File: config.mk
export PLATFORM = sky130hd
export DESIGN_NAME = fcfp_parser
export DESIGN_NICKNAME = d
export VERILOG_FILES = /design/src/rtl/fcfp_pkg.sv /design/src/rtl/fcfp_parser.sv
export VERILOG_INCLUDE_DIRS = /design/src /design/src/rtl
export SDC_FILE = /design/constraint.sdc
export NUM_CORES = 1
export LEC_CHECK = 0
export BUFFER_PORTS_ARGS = -buffer_cell sky130_fd_sc_hd__clkbuf_2
export CAP_MARGIN = 40
export CORE_UTILIZATION = 53
export CTS_CLUSTER_DIAMETER = 80
export CTS_CLUSTER_SIZE = 12
export DETAILED_ROUTE_END_ITERATION = 16
export PLACE_DENSITY = 0.8
export SKIP_LAST_GASP = 1
export SYNTH_ARGS = -nofsm -noshare
export SYNTH_HDL_FRONTEND = slang
export SYNTH_SLANG_ARGS = --single-unit
File: constraint.sdc
create_clock -name clk_sys_i -period 3.15 [get_ports clk_sys_i]
set_input_delay 0.4725 -clock clk_sys_i [delete_from_list [all_inputs] [get_ports clk_sys_i]]
set_output_delay 0.4725 -clock clk_sys_i [all_outputs]
set_load 0.02 [all_outputs]
File: src/rtl/fcfp_regs.svh
// register offsets, field positions, reset values and timing counts of the frame control parser
`ifndef FCFP_REGS_SVH
`define FCFP_REGS_SVH
`define FCFP_OFS_CTRL 8'h00
`define FCFP_OFS_STATUS 8'h04
`define FCFP_CTRL_AACK_EN 0
`define FCFP_CTRL_ARET_EN 1
`define FCFP_CTRL_UPLD_RES 2
`define FCFP_CTRL_ACK_PEND 3
`define FCFP_CTRL_FVN_LSB 4
`define FCFP_CTRL_RST 6'h00
`define FCFP_FT_DATA 3'h1
`define FCFP_FT_ACK 3'h2
`define FCFP_FT_CMD 3'h3
`define FCFP_AM_NONE 2'h0
`define FCFP_AM_RES 2'h1
`define FCFP_AM_SHORT 2'h2
`define FCFP_AM_EXT 2'h3
`define FCFP_FV_2003 2'h0
`define FCFP_CMD_DATA_REQ 8'h04
`define FCFP_BCAST_OCTET 8'hFF
`define FCFP_CLK_MHZ 40
`define FCFP_ACK_TURN_US 192
`define FCFP_ACK_TURN_CYC (`FCFP_ACK_TURN_US * `FCFP_CLK_MHZ)
`define FCFP_RESP_OKAY 2'h0
`define FCFP_RESP_SLVERR 2'h2
`endif

File: src/rtl/fcfp_pkg.sv
// types of the frame control parser
`default_nettype none
package fcfp_pkg;
   typedef enum logic [2:0] {ST_IDLE, ST_FCF_LO, ST_FCF_HI, ST_SEQ, ST_ADDR, ST_CMD} fcfp_state_e;
   typedef struct packed {
      fcfp_state_e st;
      logic [15:0] fcf;
      logic [4:0] alen;
      logic [4:0] idx;
      logic bcast;
      logic dreq;
      logic tx;
      logic filt;
      logic hdr_done;
      logic ack_send;
      logic ack_pend;
      logic ack_win;
      logic [15:0] win_cnt;
      logic wait_ack;
      logic tx_done;
      logic [5:0] ctrl;
      logic awready;
      logic aw_ok;
      logic [7:0] awaddr;
      logic wready;
      logic w_ok;
      logic [5:0] wdata;
      logic wstrb0;
      logic bvalid;
      logic [1:0] bresp;
      logic arready;
      logic rvalid;
      logic [31:0] rdata;
      logic [1:0] rresp;
   } fcfp_state_s;
endpackage
`default_nettype wire

File: src/rtl/fcfp_parser.sv
// frame control field parser: header decode, frame filter, auto ack and retry decisions
`include "fcfp_regs.svh"
`default_nettype none
module fcfp_parser #(
   parameter int ACK_TURN_CYC = `FCFP_ACK_TURN_CYC
) (
   input wire logic clk_sys_i,
   input wire logic resetn_i,
   input wire logic frame_start_i,
   input wire logic frame_tx_i,
   input wire logic [7:0] octet_i,
   input wire logic octet_valid_i,
   input wire logic ack_rcvd_i,
   output logic [15:0] fcf_o,
   output logic [2:0] frame_type_o,
   output logic sec_en_o,
   output logic pan_comp_o,
   output logic [1:0] dst_mode_o,
   output logic [1:0] frame_ver_o,
   output logic [1:0] src_mode_o,
   output logic [4:0] hdr_len_o,
   output logic hdr_done_o,
   output logic filt_pass_o,
   output logic ack_send_o,
   output logic ack_pend_o,
   output logic ack_win_o,
   output logic wait_ack_o,
   output logic tx_done_o,
   input wire logic [7:0] s_axi_awaddr,
   input wire logic s_axi_awvalid,
   output logic s_axi_awready,
   input wire logic [31:0] s_axi_wdata,
   input wire logic [3:0] s_axi_wstrb,
   input wire logic s_axi_wvalid,
   output logic s_axi_wready,
   output logic [1:0] s_axi_bresp,
   output logic s_axi_bvalid,
   input wire logic s_axi_bready,
   input wire logic [7:0] s_axi_araddr,
   input wire logic s_axi_arvalid,
   output logic s_axi_arready,
   output logic [31:0] s_axi_rdata,
   output logic [1:0] s_axi_rresp,
   output logic s_axi_rvalid,
   input wire logic s_axi_rready
);
   fcfp_pkg::fcfp_state_s r;
   fcfp_pkg::fcfp_state_s next_r;

   // -------------------------------------------------------------
   // header helpers
   // -------------------------------------------------------------
   // octets of the addressing fields for a given control word
   function automatic logic [4:0] addr_len(input logic [15:0] f);
      logic [4:0] n;
      n = 5'h00;
      if (f[11:10] == `FCFP_AM_SHORT) n = 5'h04;
      if (f[11:10] == `FCFP_AM_EXT) n = 5'h0A;
      if (f[15:14] == `FCFP_AM_SHORT) n = n + 5'h02;
      if (f[15:14] == `FCFP_AM_EXT) n = n + 5'h08;
      // source PAN only when not compressed against a present destination
      if (f[15] && !(f[6] && f[11])) n = n + 5'h02;
      return n;
   endfunction

   // third level filter on the control word alone
   function automatic logic filter(input logic [15:0] f, input logic upld);
      logic ok;
      ok = (f[2:0] <= `FCFP_FT_CMD) || upld;
      if (f[11:10] == `FCFP_AM_RES || f[15:14] == `FCFP_AM_RES) ok = 1'b0;
      // secured 2003-format frames are not handled
      if (f[3] && f[13:12] == `FCFP_FV_2003) ok = 1'b0;
      // both addresses absent is legal only for acknowledgements
      if (f[11:10] == `FCFP_AM_NONE && f[15:14] == `FCFP_AM_NONE && f[2:0] != `FCFP_FT_ACK) ok = 1'b0;
      if (f[6] && !(f[11] && f[15])) ok = 1'b0;
      return ok;
   endfunction

   // -------------------------------------------------------------
   // next state
   // -------------------------------------------------------------
   // parser, ack timer, retry wait and bus slave share one state word
   always_comb begin
      logic go_end;
      logic aw_take;
      logic w_take;
      logic ar_take;
      go_end = 1'b0;
      aw_take = s_axi_awvalid && r.awready;
      w_take = s_axi_wvalid && r.wready;
      ar_take = s_axi_arvalid && r.arready;
      next_r = r;
      next_r.hdr_done = 1'b0;
      next_r.ack_send = 1'b0;
      next_r.tx_done = 1'b0;
      if (r.win_cnt != 16'h0000) next_r.win_cnt = r.win_cnt - 16'h0001;
      // clear of the retry wait comes first so a new set below wins
      if (ack_rcvd_i || frame_start_i) next_r.wait_ack = 1'b0;
      if (frame_start_i) begin
         next_r.st = fcfp_pkg::ST_FCF_LO;
         next_r.idx = 5'h00;
         next_r.dreq = 1'b0;
         next_r.tx = frame_tx_i;
      end else if (octet_valid_i) begin
         case (r.st)
            fcfp_pkg::ST_FCF_LO: begin
               next_r.fcf[7:0] = octet_i;
               next_r.st = fcfp_pkg::ST_FCF_HI;
            end
            fcfp_pkg::ST_FCF_HI: begin
               next_r.fcf[15:8] = octet_i;
               next_r.alen = addr_len({octet_i, r.fcf[7:0]});
               next_r.bcast = (octet_i[3:2] == `FCFP_AM_SHORT);
               if (r.tx) begin
                  next_r.st = fcfp_pkg::ST_IDLE;
                  next_r.hdr_done = 1'b1;
                  next_r.filt = filter({octet_i, r.fcf[7:0]}, r.ctrl[`FCFP_CTRL_UPLD_RES]);
                  if (r.ctrl[`FCFP_CTRL_ARET_EN]) begin
                     if (r.fcf[5]) next_r.wait_ack = 1'b1;
                     else next_r.tx_done = 1'b1;
                  end
               end else begin
                  next_r.st = fcfp_pkg::ST_SEQ;
               end
            end
            fcfp_pkg::ST_SEQ: begin
               if (r.alen == 5'h00) go_end = 1'b1;
               else next_r.st = fcfp_pkg::ST_ADDR;
            end
            fcfp_pkg::ST_ADDR: begin
               // short destination address all ones is broadcast
               if ((r.idx == 5'h02 || r.idx == 5'h03) && octet_i != `FCFP_BCAST_OCTET) next_r.bcast = 1'b0;
               next_r.idx = r.idx + 5'h01;
               if (r.idx == r.alen - 5'h01) go_end = 1'b1;
            end
            fcfp_pkg::ST_CMD: begin
               next_r.dreq = (octet_i == `FCFP_CMD_DATA_REQ);
               go_end = 1'b1;
            end
            default: next_r.st = fcfp_pkg::ST_IDLE;
         endcase
      end
      // unsecured commands need one more octet to spot a data request
      if (go_end) begin
         if (r.st != fcfp_pkg::ST_CMD && r.fcf[2:0] == `FCFP_FT_CMD && !r.fcf[3]) begin
            next_r.st = fcfp_pkg::ST_CMD;
         end else begin
            next_r.st = fcfp_pkg::ST_IDLE;
            next_r.hdr_done = 1'b1;
            next_r.filt = filter(r.fcf, r.ctrl[`FCFP_CTRL_UPLD_RES]);
            if (r.ctrl[`FCFP_CTRL_AACK_EN] && next_r.filt && r.fcf[5] && !next_r.bcast &&
                (r.fcf[2:0] == `FCFP_FT_DATA || r.fcf[2:0] == `FCFP_FT_CMD) &&
                r.fcf[13:12] <= r.ctrl[`FCFP_CTRL_FVN_LSB +: 2]) begin
               next_r.ack_send = 1'b1;
               next_r.ack_pend = r.ctrl[`FCFP_CTRL_ACK_PEND] && next_r.dreq;
               next_r.win_cnt = ACK_TURN_CYC[15:0];
            end
         end
      end
      next_r.ack_win = (next_r.win_cnt != 16'h0000);
      // write address and data are taken in either order
      if (aw_take) begin
         next_r.aw_ok = 1'b1;
         next_r.awaddr = s_axi_awaddr;
      end
      if (w_take) begin
         next_r.w_ok = 1'b1;
         next_r.wdata = s_axi_wdata[5:0];
         next_r.wstrb0 = s_axi_wstrb[0];
      end
      if (r.bvalid && s_axi_bready) next_r.bvalid = 1'b0;
      if (next_r.aw_ok && next_r.w_ok && !next_r.bvalid) begin
         next_r.aw_ok = 1'b0;
         next_r.w_ok = 1'b0;
         next_r.bvalid = 1'b1;
         next_r.bresp = `FCFP_RESP_OKAY;
         if (next_r.awaddr == `FCFP_OFS_CTRL) begin
            if (next_r.wstrb0) next_r.ctrl = next_r.wdata;
         end else if (next_r.awaddr != `FCFP_OFS_STATUS) begin
            next_r.bresp = `FCFP_RESP_SLVERR;
         end
      end
      next_r.awready = !next_r.aw_ok;
      next_r.wready = !next_r.w_ok;
      if (r.rvalid && s_axi_rready) next_r.rvalid = 1'b0;
      if (ar_take) begin
         next_r.rvalid = 1'b1;
         next_r.rresp = `FCFP_RESP_OKAY;
         if (s_axi_araddr == `FCFP_OFS_CTRL) next_r.rdata = {26'h0000000, r.ctrl};
         else if (s_axi_araddr == `FCFP_OFS_STATUS) next_r.rdata = {7'h00, r.filt, 3'h0, r.alen, r.fcf};
         else begin
            next_r.rdata = 32'h00000000;
            next_r.rresp = `FCFP_RESP_SLVERR;
         end
      end
      next_r.arready = !next_r.rvalid;
   end

   // -------------------------------------------------------------
   // state register
   // -------------------------------------------------------------
   always_ff @(posedge clk_sys_i or negedge resetn_i) begin
      if (!resetn_i) begin
         r <= '0;
         r.st <= fcfp_pkg::ST_IDLE;
         r.ctrl <= `FCFP_CTRL_RST;
      end else begin
         r <= next_r;
      end
   end

   // -------------------------------------------------------------
   // outputs
   // -------------------------------------------------------------
   // decoded subfields are plain slices of the captured word
   assign fcf_o = r.fcf;
   assign frame_type_o = r.fcf[2:0];
   assign sec_en_o = r.fcf[3];
   assign pan_comp_o = r.fcf[6];
   assign dst_mode_o = r.fcf[11:10];
   assign frame_ver_o = r.fcf[13:12];
   assign src_mode_o = r.fcf[15:14];
   assign hdr_len_o = r.alen;
   assign hdr_done_o = r.hdr_done;
   assign filt_pass_o = r.filt;
   assign ack_send_o = r.ack_send;
   assign ack_pend_o = r.ack_pend;
   assign ack_win_o = r.ack_win;
   assign wait_ack_o = r.wait_ack;
   assign tx_done_o = r.tx_done;
   assign s_axi_awready = r.awready;
   assign s_axi_wready = r.wready;
   assign s_axi_bvalid = r.bvalid;
   assign s_axi_bresp = r.bresp;
   assign s_axi_arready = r.arready;
   assign s_axi_rvalid = r.rvalid;
   assign s_axi_rdata = r.rdata;
   assign s_axi_rresp = r.rresp;
endmodule
`default_nettype wire

After elaboration in Yosys (flattened, before gate mapping)
Cells that the tools add are included.
- equal/unequal tests: 26
- multiplexer cells: 79
- order comparisons: 2
- reduce and logical (&&, ||, !) cells: 64
- bitwise gates (word level): 2
- add/sub/neg operators: 6
- operators with widths (operator ; number):
    $mux 5 ; 16
    $mux 16 ; 4
    $mux 35 ; 1
    $mux 32 ; 1
    $reduce_bool 16->1 ; 2
    $mux 31 ; 1
    $mux 2 ; 15
    $logic_and 1x1->1 ; 28
    $mux 1 ; 25
    $mux 25 ; 1
    $mux 8 ; 3
    $mux 3 ; 6
    $eq 8x3->1 const B ; 2
    $logic_not 8->1 ; 2
    $sub 16x1->16 const B ; 1
    $reduce_and 3->1 ; 5
    $logic_not 2->1 ; 6
    $pmux 3 s4 ; 1
    $add 5x2->5 const B ; 2
    $eq 5x2->1 const B ; 2
    $eq 3x2->1 const B ; 3
    $logic_not 1->1 ; 9
    $mux 9 ; 1
    $eq 2x1->1 const B ; 4
    other kinds (25) ; 38
- input bits: 71
- logic and storage cells: 209
- register bits: 119
- output and inout bits: 80

Logic depth before layout (Yosys ltp)
Gate-level depths: netlist of the first run.
- word-level depth: 29
- depth in mapped cells: 9
- mapped depth without buffers: 8

Least setup slack after synthesis of the first run
No wires, ideal clock.
- path type: register -> register
- from: register r[66] in the netlist's numbering
- to: register r, in the netlist ack_win_o
- buffers on the path: 1
- data required time: 3.011 ns
- stages on the path, launching flop included: 10
- slack: 0.786 ns
- data arrival time: 2.225 ns
- path through: dfrtp_1 > clkbuf_1 > inv_1 > ha_1 > nor3b_1 > nand3_1 > nor2_1 > xnor2_1 > o2111ai_1 > or4_1
- RTL lines (item ; line ; text):
    start, declared ; fcfp_parser.sv:47 ; fcfp_pkg::fcfp_state_s r;
    start signal, assigned ; fcfp_parser.sv:208 ; r <= next_r;

==> impl_metrics.toml, run 1 <==
[power_and_ir_drop]
switching_power_mw = 1.284
pwr-share-clk = 0.235
peakVddDrop_mv = 0.3261
seqPwrFrac = 0.502
intPower_mw = 2.286
combPwrFrac = 0.264
leakagePower_nw = 2.826
switching_share = 0.3596
totalPowerFinal_mw = 3.570
powerDensity_nw_per_um2 = 585.2

[logic_synthesis]
synth_most_common_cell = "dfrtp_1"
synth_top_area_share = 0.4612
synth_largest_area_cell = "dfrtp_1"
synth_area_sq_um = 5697
async_reset_ff_frac = 1.000
synth.ff_latch_count = 105
synth.distinct_cells = 66
avgSynthCellArea_sq_um = 10.63
seq_area_frac_synth = 0.4612
synth_edf_count = 0
synth_flop_cell = "dfrtp_1"
synthTopCellsByCount = "dfrtp_1, buf_4, nand2_1, nor2_1, mux2_2"
postSynthCellCount = 536
synthTopCellsByArea = "dfrtp_1, buf_4, mux2_2"
synth_warnings = 0

[setup_path]
reg2reg_to = "ack_win_o"
reg2reg_slack_ns = 0.42
worstPathArrival_ns = 2.98
crit_required_ns = 3.40
critPathMaxFanout = 7
critPathKind = "flop to flop"
start_kind = "flop"
reg2reg_depth = 8
r2r-start = "r[66]"
end_kind = "flop"

[timing]
finClkSkew_ns = 0.01713
setup_viol = 0
tns_ns = 0
hold_violations = 0
period_share = 0.8662
rsz0062_at_grt = "false"
slew_viol_final = 0
layout_min_cycle_time_ns = 2.729
max_freq_ghz = 0.3665
worst_pin_slew_ns = 0.7552
maxSlewHeadroom = 0.4966

[cts]
hold_buffers = 0
cts_resized = 0
post_cts_buffers = 0
root_buffer = "clkbuf_8"
cts_max_level = 3
clock_path_buffers = 2
numCtsBuffers = 9
cts_sinks = 105
clk_latency_ns = 0.39
cts.clk_slew.worst_paths_ns = 0.10
cts_tree = "built"

[global_route]
grt_max_degree = 58
grt_pass1_vias = 3888
grtUsageTotal = 0.2233
grt_overflow = 0
antenna_found_initial = 0
grt_first_pass_wirelength_um = 19540

[cells_and_area]
syn2layout_area_growth_pct = 7.072
diodes = 0
nets = 663
drive_gt1_frac = 0.3192
final_area_sq_um = 6100

[place]
gp_congestion = 0.8500
dp_hpwl_um = 8544
placed_cell_area_sq_um = 5897
io_buffers = 107

[outcome]
outcome = "complete, no violations"

[floorplan]
die_area_sq_um = 11170
start_util = 0.5493
die_x_um = 105.7
num_rows = 37
ios = 151
core_sq_um = 10370
die_h_um = 105.7

[drt]
drt-total-wl_um = 11780
drt-wirelength-per-cell_um = 16.25
via_count = 3995
drt_iter0_drc = 220
post-route-drc-count = 0
drtAntennaViolNets = 0
firstDrtPassIters = 4
via_per_inst = 5.510

[job]
maxCapViolCount = 0

[hold_path]
hold_path_class = "input port to asynchronous set/reset pin"
[flip-flops by register name (all words and copies together) (netlist names), 4 cells and up]
| signal | cells |
|---|---|
| s_axi_rdata | 21 |
| fcf_o | 16 |
| hdr_len_o | 4 |
| r | 50 |
[power by group through the flow]
stage / clock network, mW / logic, mW / registers, mW
finish: 0.839 / 0.941 / 1.79
global route: 0.913 / 1.03 / 1.82
CTS: 0.853 / 0.951 / 1.79
detailed placement: 0 / 0.947 / 1.81
floorplan: 0 / 0.800 / 1.77
global placement: 0 / 0.918 / 1.79
[cell families (layout without fill, tap and decap cells)]
logic type,Yosys count,in the layout,share of synthesized area
AND/OR/NAND/NOR,163,163,0.1722
buffers and inverters,107,147,0.1177
flip-flops,105,105,0.4612
AO/OA/AOI/OAI,81,81,0.09774
multiplexers,46,46,0.09203
XOR/XNOR,25,25,0.04085
adder cells (fa/ha/maj),8,8,0.01757
other,1,14,0.0006583
[worst max path at each step]
stage           from         to  slack, ns  depth (start not counted)
2_1_floorplan  r[66]  ack_win_o       0.79                          9
3_3_place_gp   r[66]  ack_win_o       0.57                          8
3_5_place_dp   r[66]  ack_win_o       0.49                          8
4_1_cts        r[66]  ack_win_o       0.42                          8
5_1_grt        r[66]  ack_win_o       0.13                          8
6_report       r[66]  ack_win_o       0.42                          8
[routing by layer]
| metal | wire (um) | global-route usage | up-vias |
|---|---|---|---|
| met4 | 206 | 0.08532 | 0 |
| met2 | 5491 | 0.3501 | 160 |
| met5 | 0 | 0 | - |
| met1 | 5423 | 0.3122 | 1931 |
| met3 | 656 | 0.03587 | 17 |
| li1 | - | - | 1887 |
[metrics by stage]
stage | hold WS (ns) | worst slack, ns | utilization | cells
global route | 0.2047 | 0.1344 | 0.5882 | 725
floorplan | 0.1769 | 0.7864 | - | 549
finish | 0.1506 | 0.4214 | 0.5882 | 725
CTS | 0.1734 | 0.4161 | 0.5882 | 725
detailed placement | 0.4828 | 0.4867 | 0.5687 | 709
global placement | 0.4647 | 0.5709 | 0.5687 | 709
[cells in the final DEF (no fill, tap or decap), types with 4 or more instances in the layout]
cell type and count:
nand2b_1 12, mux2i_1 10, nor2_2 9, and2_1 5, mux2_4 5, mux2_2 31
a22o_1 15, xor2_1 14, nor3_1 10, o21ai_0 27, nand3_1 10, inv_1 21
clkbuf_8 9, a21oi_1 12, xnor2_1 10, clkbuf_2 106, conb_1 14, or3_1 5
nand4_1 10, ha_1 8, dfrtp_1 105, nand2_1 32, nor2_1 32, nand3b_1 6
a211oi_1 5, nor4_1 4
[layout make-up]
type | instances | area [sq um]
Multi-Input combinational cell | 337 | 2447
Timing Repair Buffer | 110 | 573.1
Clock buffer | 9 | 123.9
Fill cell | 897 | 4270
Sequential cell | 105 | 2628
Tap cell | 136 | 170.2
Inverter | 21 | 78.83
Clock inverter | 7 | 78.83
[critical path, cell delays in order (launching register included)]
cell and delay [ns]:
dfrtp_1 0.46, inv_1 0.11, ha_1 0.27, nor3b_1 0.51, nand3_1 0.20, nor2_1 0.27, xnor2_1 0.18, o2111ai_1 0.11
or4_1 0.50
Power figures use the tool's default switching activity.
==> run 2: changes to the inputs <==
--- a/config.mk
+++ b/config.mk
@@ -8,11 +8,11 @@
 export LEC_CHECK = 0
 export BUFFER_PORTS_ARGS = -buffer_cell sky130_fd_sc_hd__clkbuf_2
 export CAP_MARGIN = 40
-export CORE_UTILIZATION = 53
+export CORE_UTILIZATION = 57
 export CTS_CLUSTER_DIAMETER = 80
 export CTS_CLUSTER_SIZE = 12
 export DETAILED_ROUTE_END_ITERATION = 16
-export PLACE_DENSITY = 0.8
+export PLACE_DENSITY = 0.85
 export SKIP_LAST_GASP = 1
 export SYNTH_ARGS = -nofsm -noshare
 export SYNTH_HDL_FRONTEND = slang
==> constraint.sdc (replaced) <==
create_clock -name clk_sys_i -period 3.3 [get_ports clk_sys_i]
set_input_delay 0.495 -clock clk_sys_i [delete_from_list [all_inputs] [get_ports clk_sys_i]]
set_output_delay 0.495 -clock clk_sys_i [all_outputs]
set_load 0.02 [all_outputs]
==> impl_metrics.toml, run 2 (same netlist as run 1, synthesis figures left out) <==
[floorplan]
die_x_um = 102.0
start_util = 0.5855
ios = 151
num_rows = 36
die_h_um = 102.0
core_sq_um = 9729
die_area_sq_um = 10400

[cts]
cts_tree = "built"
cts.clk_slew.worst_paths_ns = 0.12
root_buffer = "clkbuf_8"
cts_max_level = 3
clock_path_buffers = 2
clk_latency_ns = 0.38
post_cts_buffers = 0
cts_resized = 0
numCtsBuffers = 9
hold_buffers = 0
cts_sinks = 105

[cells_and_area]
regMostFlops = "r"
final_cell_mix = "clkbuf_2, dfrtp_1, nand2_1, nor2_1, mux2_2"
final-instance-count-excl-fill = 723
final_area_sq_um = 6071
layout_commonest_cell = "clkbuf_2"
diodes = 0
largest_reg_flops = 50
drive_gt1_frac = 0.3186
nets = 664
syn2layout_area_growth_pct = 6.567
fin_util = 0.6240

[power_and_ir_drop]
peakVddDrop_mv = 0.3385
combPwrFrac = 0.267
leakagePower_nw = 2.819
switching_share = 0.3546
powerDensity_nw_per_um2 = 554.7
seqPwrFrac = 0.507
pwr-share-clk = 0.227
switching_power_mw = 1.194
intPower_mw = 2.173

[setup_path]
worstPathArrival_ns = 2.94
critPathMaxFanout = 7
cp-startpoint = "r[66]"
crit_required_ns = 3.54
r2r-start = "r[66]"
path_buf_inv = 1
end_kind = "flop"
crit_chain = "inv_1 -> ha_1 -> nor3b_1 -> nand3_1 -> nor2_1 -> xnor2_1 -> o2111ai_1 -> or4_1"
critPathSlowestCell = "or4_1"
critPathKind = "flop to flop"
crit_family = "simple AND/OR/NAND/NOR gates"
start_kind = "flop"
max_stage_delay_ns = 0.49

[timing]
worst_pin_slew_ns = 0.7425
hold_violations = 0
maxSlewHeadroom = 0.4982
max_freq_ghz = 0.3705
rsz0062_at_grt = "false"
slew_viol_final = 0
finClkSkew_ns = 0.01803
setup_viol = 0
layout_min_cycle_time_ns = 2.699
period_share = 0.8179
setup_ws_ns = 0.6010
tns_ns = 0

[global_route]
grtUsageTotal = 0.2351
grt_max_degree = 55
grt_first_pass_wirelength_um = 19040
grt_overflow = 0
grt_pass1_vias = 3907
antenna_found_initial = 0
met1_usage = 0.3380
grtUsageMet3 = 0.03488
gr-max-usage-layer = "met2"
grt_use_met2 = 0.3583

[place]
placed_cell_area_sq_um = 5888
dp_cells = 707
io_buffers = 107
gp_congestion = 0.8895
dp_hpwl_um = 8566
pre_cts_slack_ns = 0.6499

[job]
maxCapViolCount = 0

[outcome]
outcome = "complete, no violations"

[drt]
drt-total-wl_um = 11540
post-route-drc-count = 0
drtAntennaViolNets = 0
drt_iter0_drc = 163
via_count = 4038
firstDrtPassIters = 4
via_per_inst = 5.585
drt-wirelength-per-cell_um = 15.96

[hold_path]
hold_path_class = "input port to asynchronous set/reset pin"
run 2: changes by cell type in the layout (fill, tap and decap cells not counted):
cell	change
clkbuf_1	+1
inv_6	+2
clkinv_8	-2
clkinv_4	-1
buf_12	-1
buf_4	+2
run 2: layout make-up:
| cell class | instances | area, sq um |
|---|---|---|
| well taps | 133 | 166.4 |
| flip-flops and latches | 105 | 2628 |
| fillers | 832 | 3659 |
| inverters | 21 | 78.83 |
| clock buffers | 10 | 127.6 |
| clock inverters | 6 | 55.05 |
| repair buffers | 111 | 568.0 |
| multi-input cells | 337 | 2447 |
run 2: power groups by stage:
stage,registers (mW),clock network [mW],logic (mW)
2_1_floorplan,1.69,0,0.764
3_3_place_gp,1.71,0,0.869
3_5_place_dp,1.73,0,0.900
4_1_cts,1.70,0.777,0.906
5_1_grt,1.74,0.825,0.986
6_report,1.71,0.764,0.898
run 2: final timing paths:
check | to | slack [ns] | cells after the start
worst max-delay path | ack_win_o | 0.60 | 8
worst min-delay path | s_axi_rdata[11] | 0.15 | 1
worst max register to register | ack_win_o | 0.60 | 8
worst min register to register | s_axi_rresp[1] | 0.51 | 1
max in group asynchronous | s_axi_arready | 2.20 | 2
min in group clk_sys_i | r[48] | 0.35 | 2
run 2: layer usage:
layer	share of wire	routed length (um)
met5	0	0
met4	0.025	292
met3	0.053	608
met2	0.46	5362
met1	0.46	5278
run 2: stage by stage:
| stage | hold slack [ns] | total power [mW] |
|---|---|---|
| floorplan | 0.1994 | 2.455 |
| global placement | 0.4615 | 2.580 |
| detailed placement | 0.4841 | 2.631 |
| CTS | 0.1827 | 3.387 |
| global route | 0.2051 | 3.553 |
| finish | 0.1466 | 3.368 |
run 2: worst register-to-register path: stages, from the launching register on:
cell,delay (ns)
dfrtp_1,0.47
inv_1,0.12
ha_1,0.26
nor3b_1,0.48
nand3_1,0.19
nor2_1,0.24
xnor2_1,0.18
o2111ai_1,0.13
or4_1,0.49
==> run 3: changes to the inputs <==
--- a/config.mk
+++ b/config.mk
@@ -8,11 +8,11 @@
 export LEC_CHECK = 0
 export BUFFER_PORTS_ARGS = -buffer_cell sky130_fd_sc_hd__clkbuf_2
 export CAP_MARGIN = 40
-export CORE_UTILIZATION = 57
+export CORE_UTILIZATION = 53
 export CTS_CLUSTER_DIAMETER = 80
 export CTS_CLUSTER_SIZE = 12
 export DETAILED_ROUTE_END_ITERATION = 16
-export PLACE_DENSITY = 0.85
+export PLACE_DENSITY = 0.8
 export SKIP_LAST_GASP = 1
 export SYNTH_ARGS = -nofsm -noshare
 export SYNTH_HDL_FRONTEND = slang
==> constraint.sdc (replaced) <==
create_clock -name clk_sys_i -period 2.6 [get_ports clk_sys_i]
set_input_delay 0.39 -clock clk_sys_i [delete_from_list [all_inputs] [get_ports clk_sys_i]]
set_output_delay 0.39 -clock clk_sys_i [all_outputs]
set_load 0.02 [all_outputs]
==> impl_metrics.toml, run 3 (same netlist as run 1, synthesis figures left out) <==
[global_route]
grt_first_pass_wirelength_um = 19510
grtUsageTotal = 0.2237
grt_max_degree = 42
grt_overflow = 0
antenna_found_initial = 0
grt_pass1_vias = 3862

[timing]
worst_pin_slew_ns = 0.7518
maxSlewHeadroom = 0.4976
setup_viol = 0
tns_ns = 0
period_share = 0.9512
slew_viol_final = 0
max_freq_ghz = 0.4043
worst_hold_slack_ns = -0.01170
finClkSkew_ns = 0.01695
layout_min_cycle_time_ns = 2.473
hold_violations = 31

[cts]
cts_tree = "built"
clock_path_buffers = 2
clk_latency_ns = 0.38
cts.clk_slew.worst_paths_ns = 0.11
cts_max_level = 3
root_buffer = "clkbuf_8"
hold_buffers = 0
numCtsBuffers = 9
cts_sinks = 105

[drt]
drt_iter0_drc = 206
post-route-drc-count = 0
via_per_inst = 5.474
highest_layer = "met4"
m1WireLength_um = 5491
via_count = 4045
firstDrtPassIters = 4
wl_met2_um = 5517
drt-wirelength-per-cell_um = 16.09
drt-total-wl_um = 11890
drtAntennaViolNets = 0
dr_wl_met3_um = 708

[cells_and_area]
final_cell_mix = "clkbuf_2, dfrtp_1, nand2_1, nor2_1, mux2_2"
final-instance-count-excl-fill = 739
layout_commonest_cell = "clkbuf_2"
fin_util = 0.5994
nets = 677
diodes = 0
largest_reg_flops = 50
regMostFlops = "r"
nFillCells = 867
drive_gt1_frac = 0.3367
syn2layout_area_growth_pct = 9.115

[setup_path]
start_kind = "flop"
end_kind = "flop"
crit_chain = "inv_1 -> ha_1 -> nor3b_2 -> nand4_1 -> nand3_1 -> a21boi_2 -> o2111ai_1 -> or4_1"
critPathMaxFanout = 7
critPathKind = "flop to flop"
max_stage_delay_ns = 0.51
critPathSlowestCell = "or4_1"
crit_required_ns = 2.83
worstPathArrival_ns = 2.71

[place]
dp_hpwl_um = 8630
dp_cells = 723
io_buffers = 107
gp_congestion = 0.9397

[power_and_ir_drop]
peakVddDrop_mv = 0.4615
leakagePower_nw = 2.895
powerDensity_nw_per_um2 = 712.1

[floorplan]
start_util = 0.5493
die_x_um = 105.7
die_h_um = 105.7
die_area_sq_um = 11170
ios = 151
num_rows = 37
core_sq_um = 10370

[job]
maxCapViolCount = 0

[outcome]
outcome = "complete, but fails checks"
violations = "hold timing"

[hold_path]
hold_path_class = "input port to asynchronous set/reset pin"
run 3: cell types whose count changed in the layout (fill, tap and decap cells not counted):
| cell | delta |
|---|---|
| nor3b_2 | +1 |
| inv_6 | -3 |
| buf_12 | +1 |
| bufinv_16 | +1 |
| buf_4 | +12 |
| clkinvlp_4 | +2 |
| clkbuf_1 | -1 |
| nor3b_1 | -1 |
| inv_8 | +1 |
run 3: worst max-delay path: cells and delay by family, from the launching register on:
kind,cells,cell delay (ns)
AND/OR/NAND/NOR,4,1.25
flip-flops,1,0.47
AO/OA/AOI/OAI,2,0.33
adder cells (fa/ha/maj),1,0.16
buffers and inverters,1,0.12
run 3: final cells by class:
type,count,area (sq um),area share
clock buffers,9,123.9,0.01993
clock inverters,7,85.08,0.01369
inverters,21,78.83,0.01268
multi-input cells,337,2452,0.3945
flip-flops and latches,105,2628,0.4227
well taps,136,170.2,0.02738
repair buffers,124,678.2,0.1091
run 3: worst paths after layout:
| kind | to | start | cells after the start | slack, ns |
|---|---|---|---|---|
| worst max-delay path | ack_win_o | r[66] | 8 | 0.13 |
| min in group clk_sys_i | s_axi_rvalid | s_axi_rready | 2 | 0.22 |
| worst min-delay path | ack_send_o | resetn_i | 1 | -0.01 |
| worst max register to register | ack_win_o | r[66] | 8 | 0.13 |
| max in group asynchronous | r[45] | resetn_i | 2 | 1.87 |
| worst min register to register | s_axi_rresp[1] | s_axi_rresp[1] | 1 | 0.50 |
run 3: stage by stage:
stage	cell area (sq um)	power, mW	setup slack [ns]
4_1_cts	6211	4.447	0.1391
5_1_grt	6216	4.678	-0.001111
3_3_place_gp	6002	3.324	0.2093
3_5_place_dp	6002	3.381	0.1948
6_report	6216	4.427	0.1268
2_1_floorplan	5746	3.116	0.2364
run 3: power by group:
part	internal (mW)	switching, mW
Clock	0.464	0.615
Combinational	0.516	0.691
Sequential	1.91	0.233
run 3: metal layers:
layer,vias up,global-route usage
li1,1923,-
met1,1964,0.3125
met2,143,0.3511
met3,15,0.04638
met4,0,0.06746
met5,-,0
run 3: repair_timing:
item                                    in CTS  in global routing
resized for setup                            0                  1
setup buffers                                0                  0
hold endpoints to repair                     0                  0
endpoints found under the setup margin       0                  1
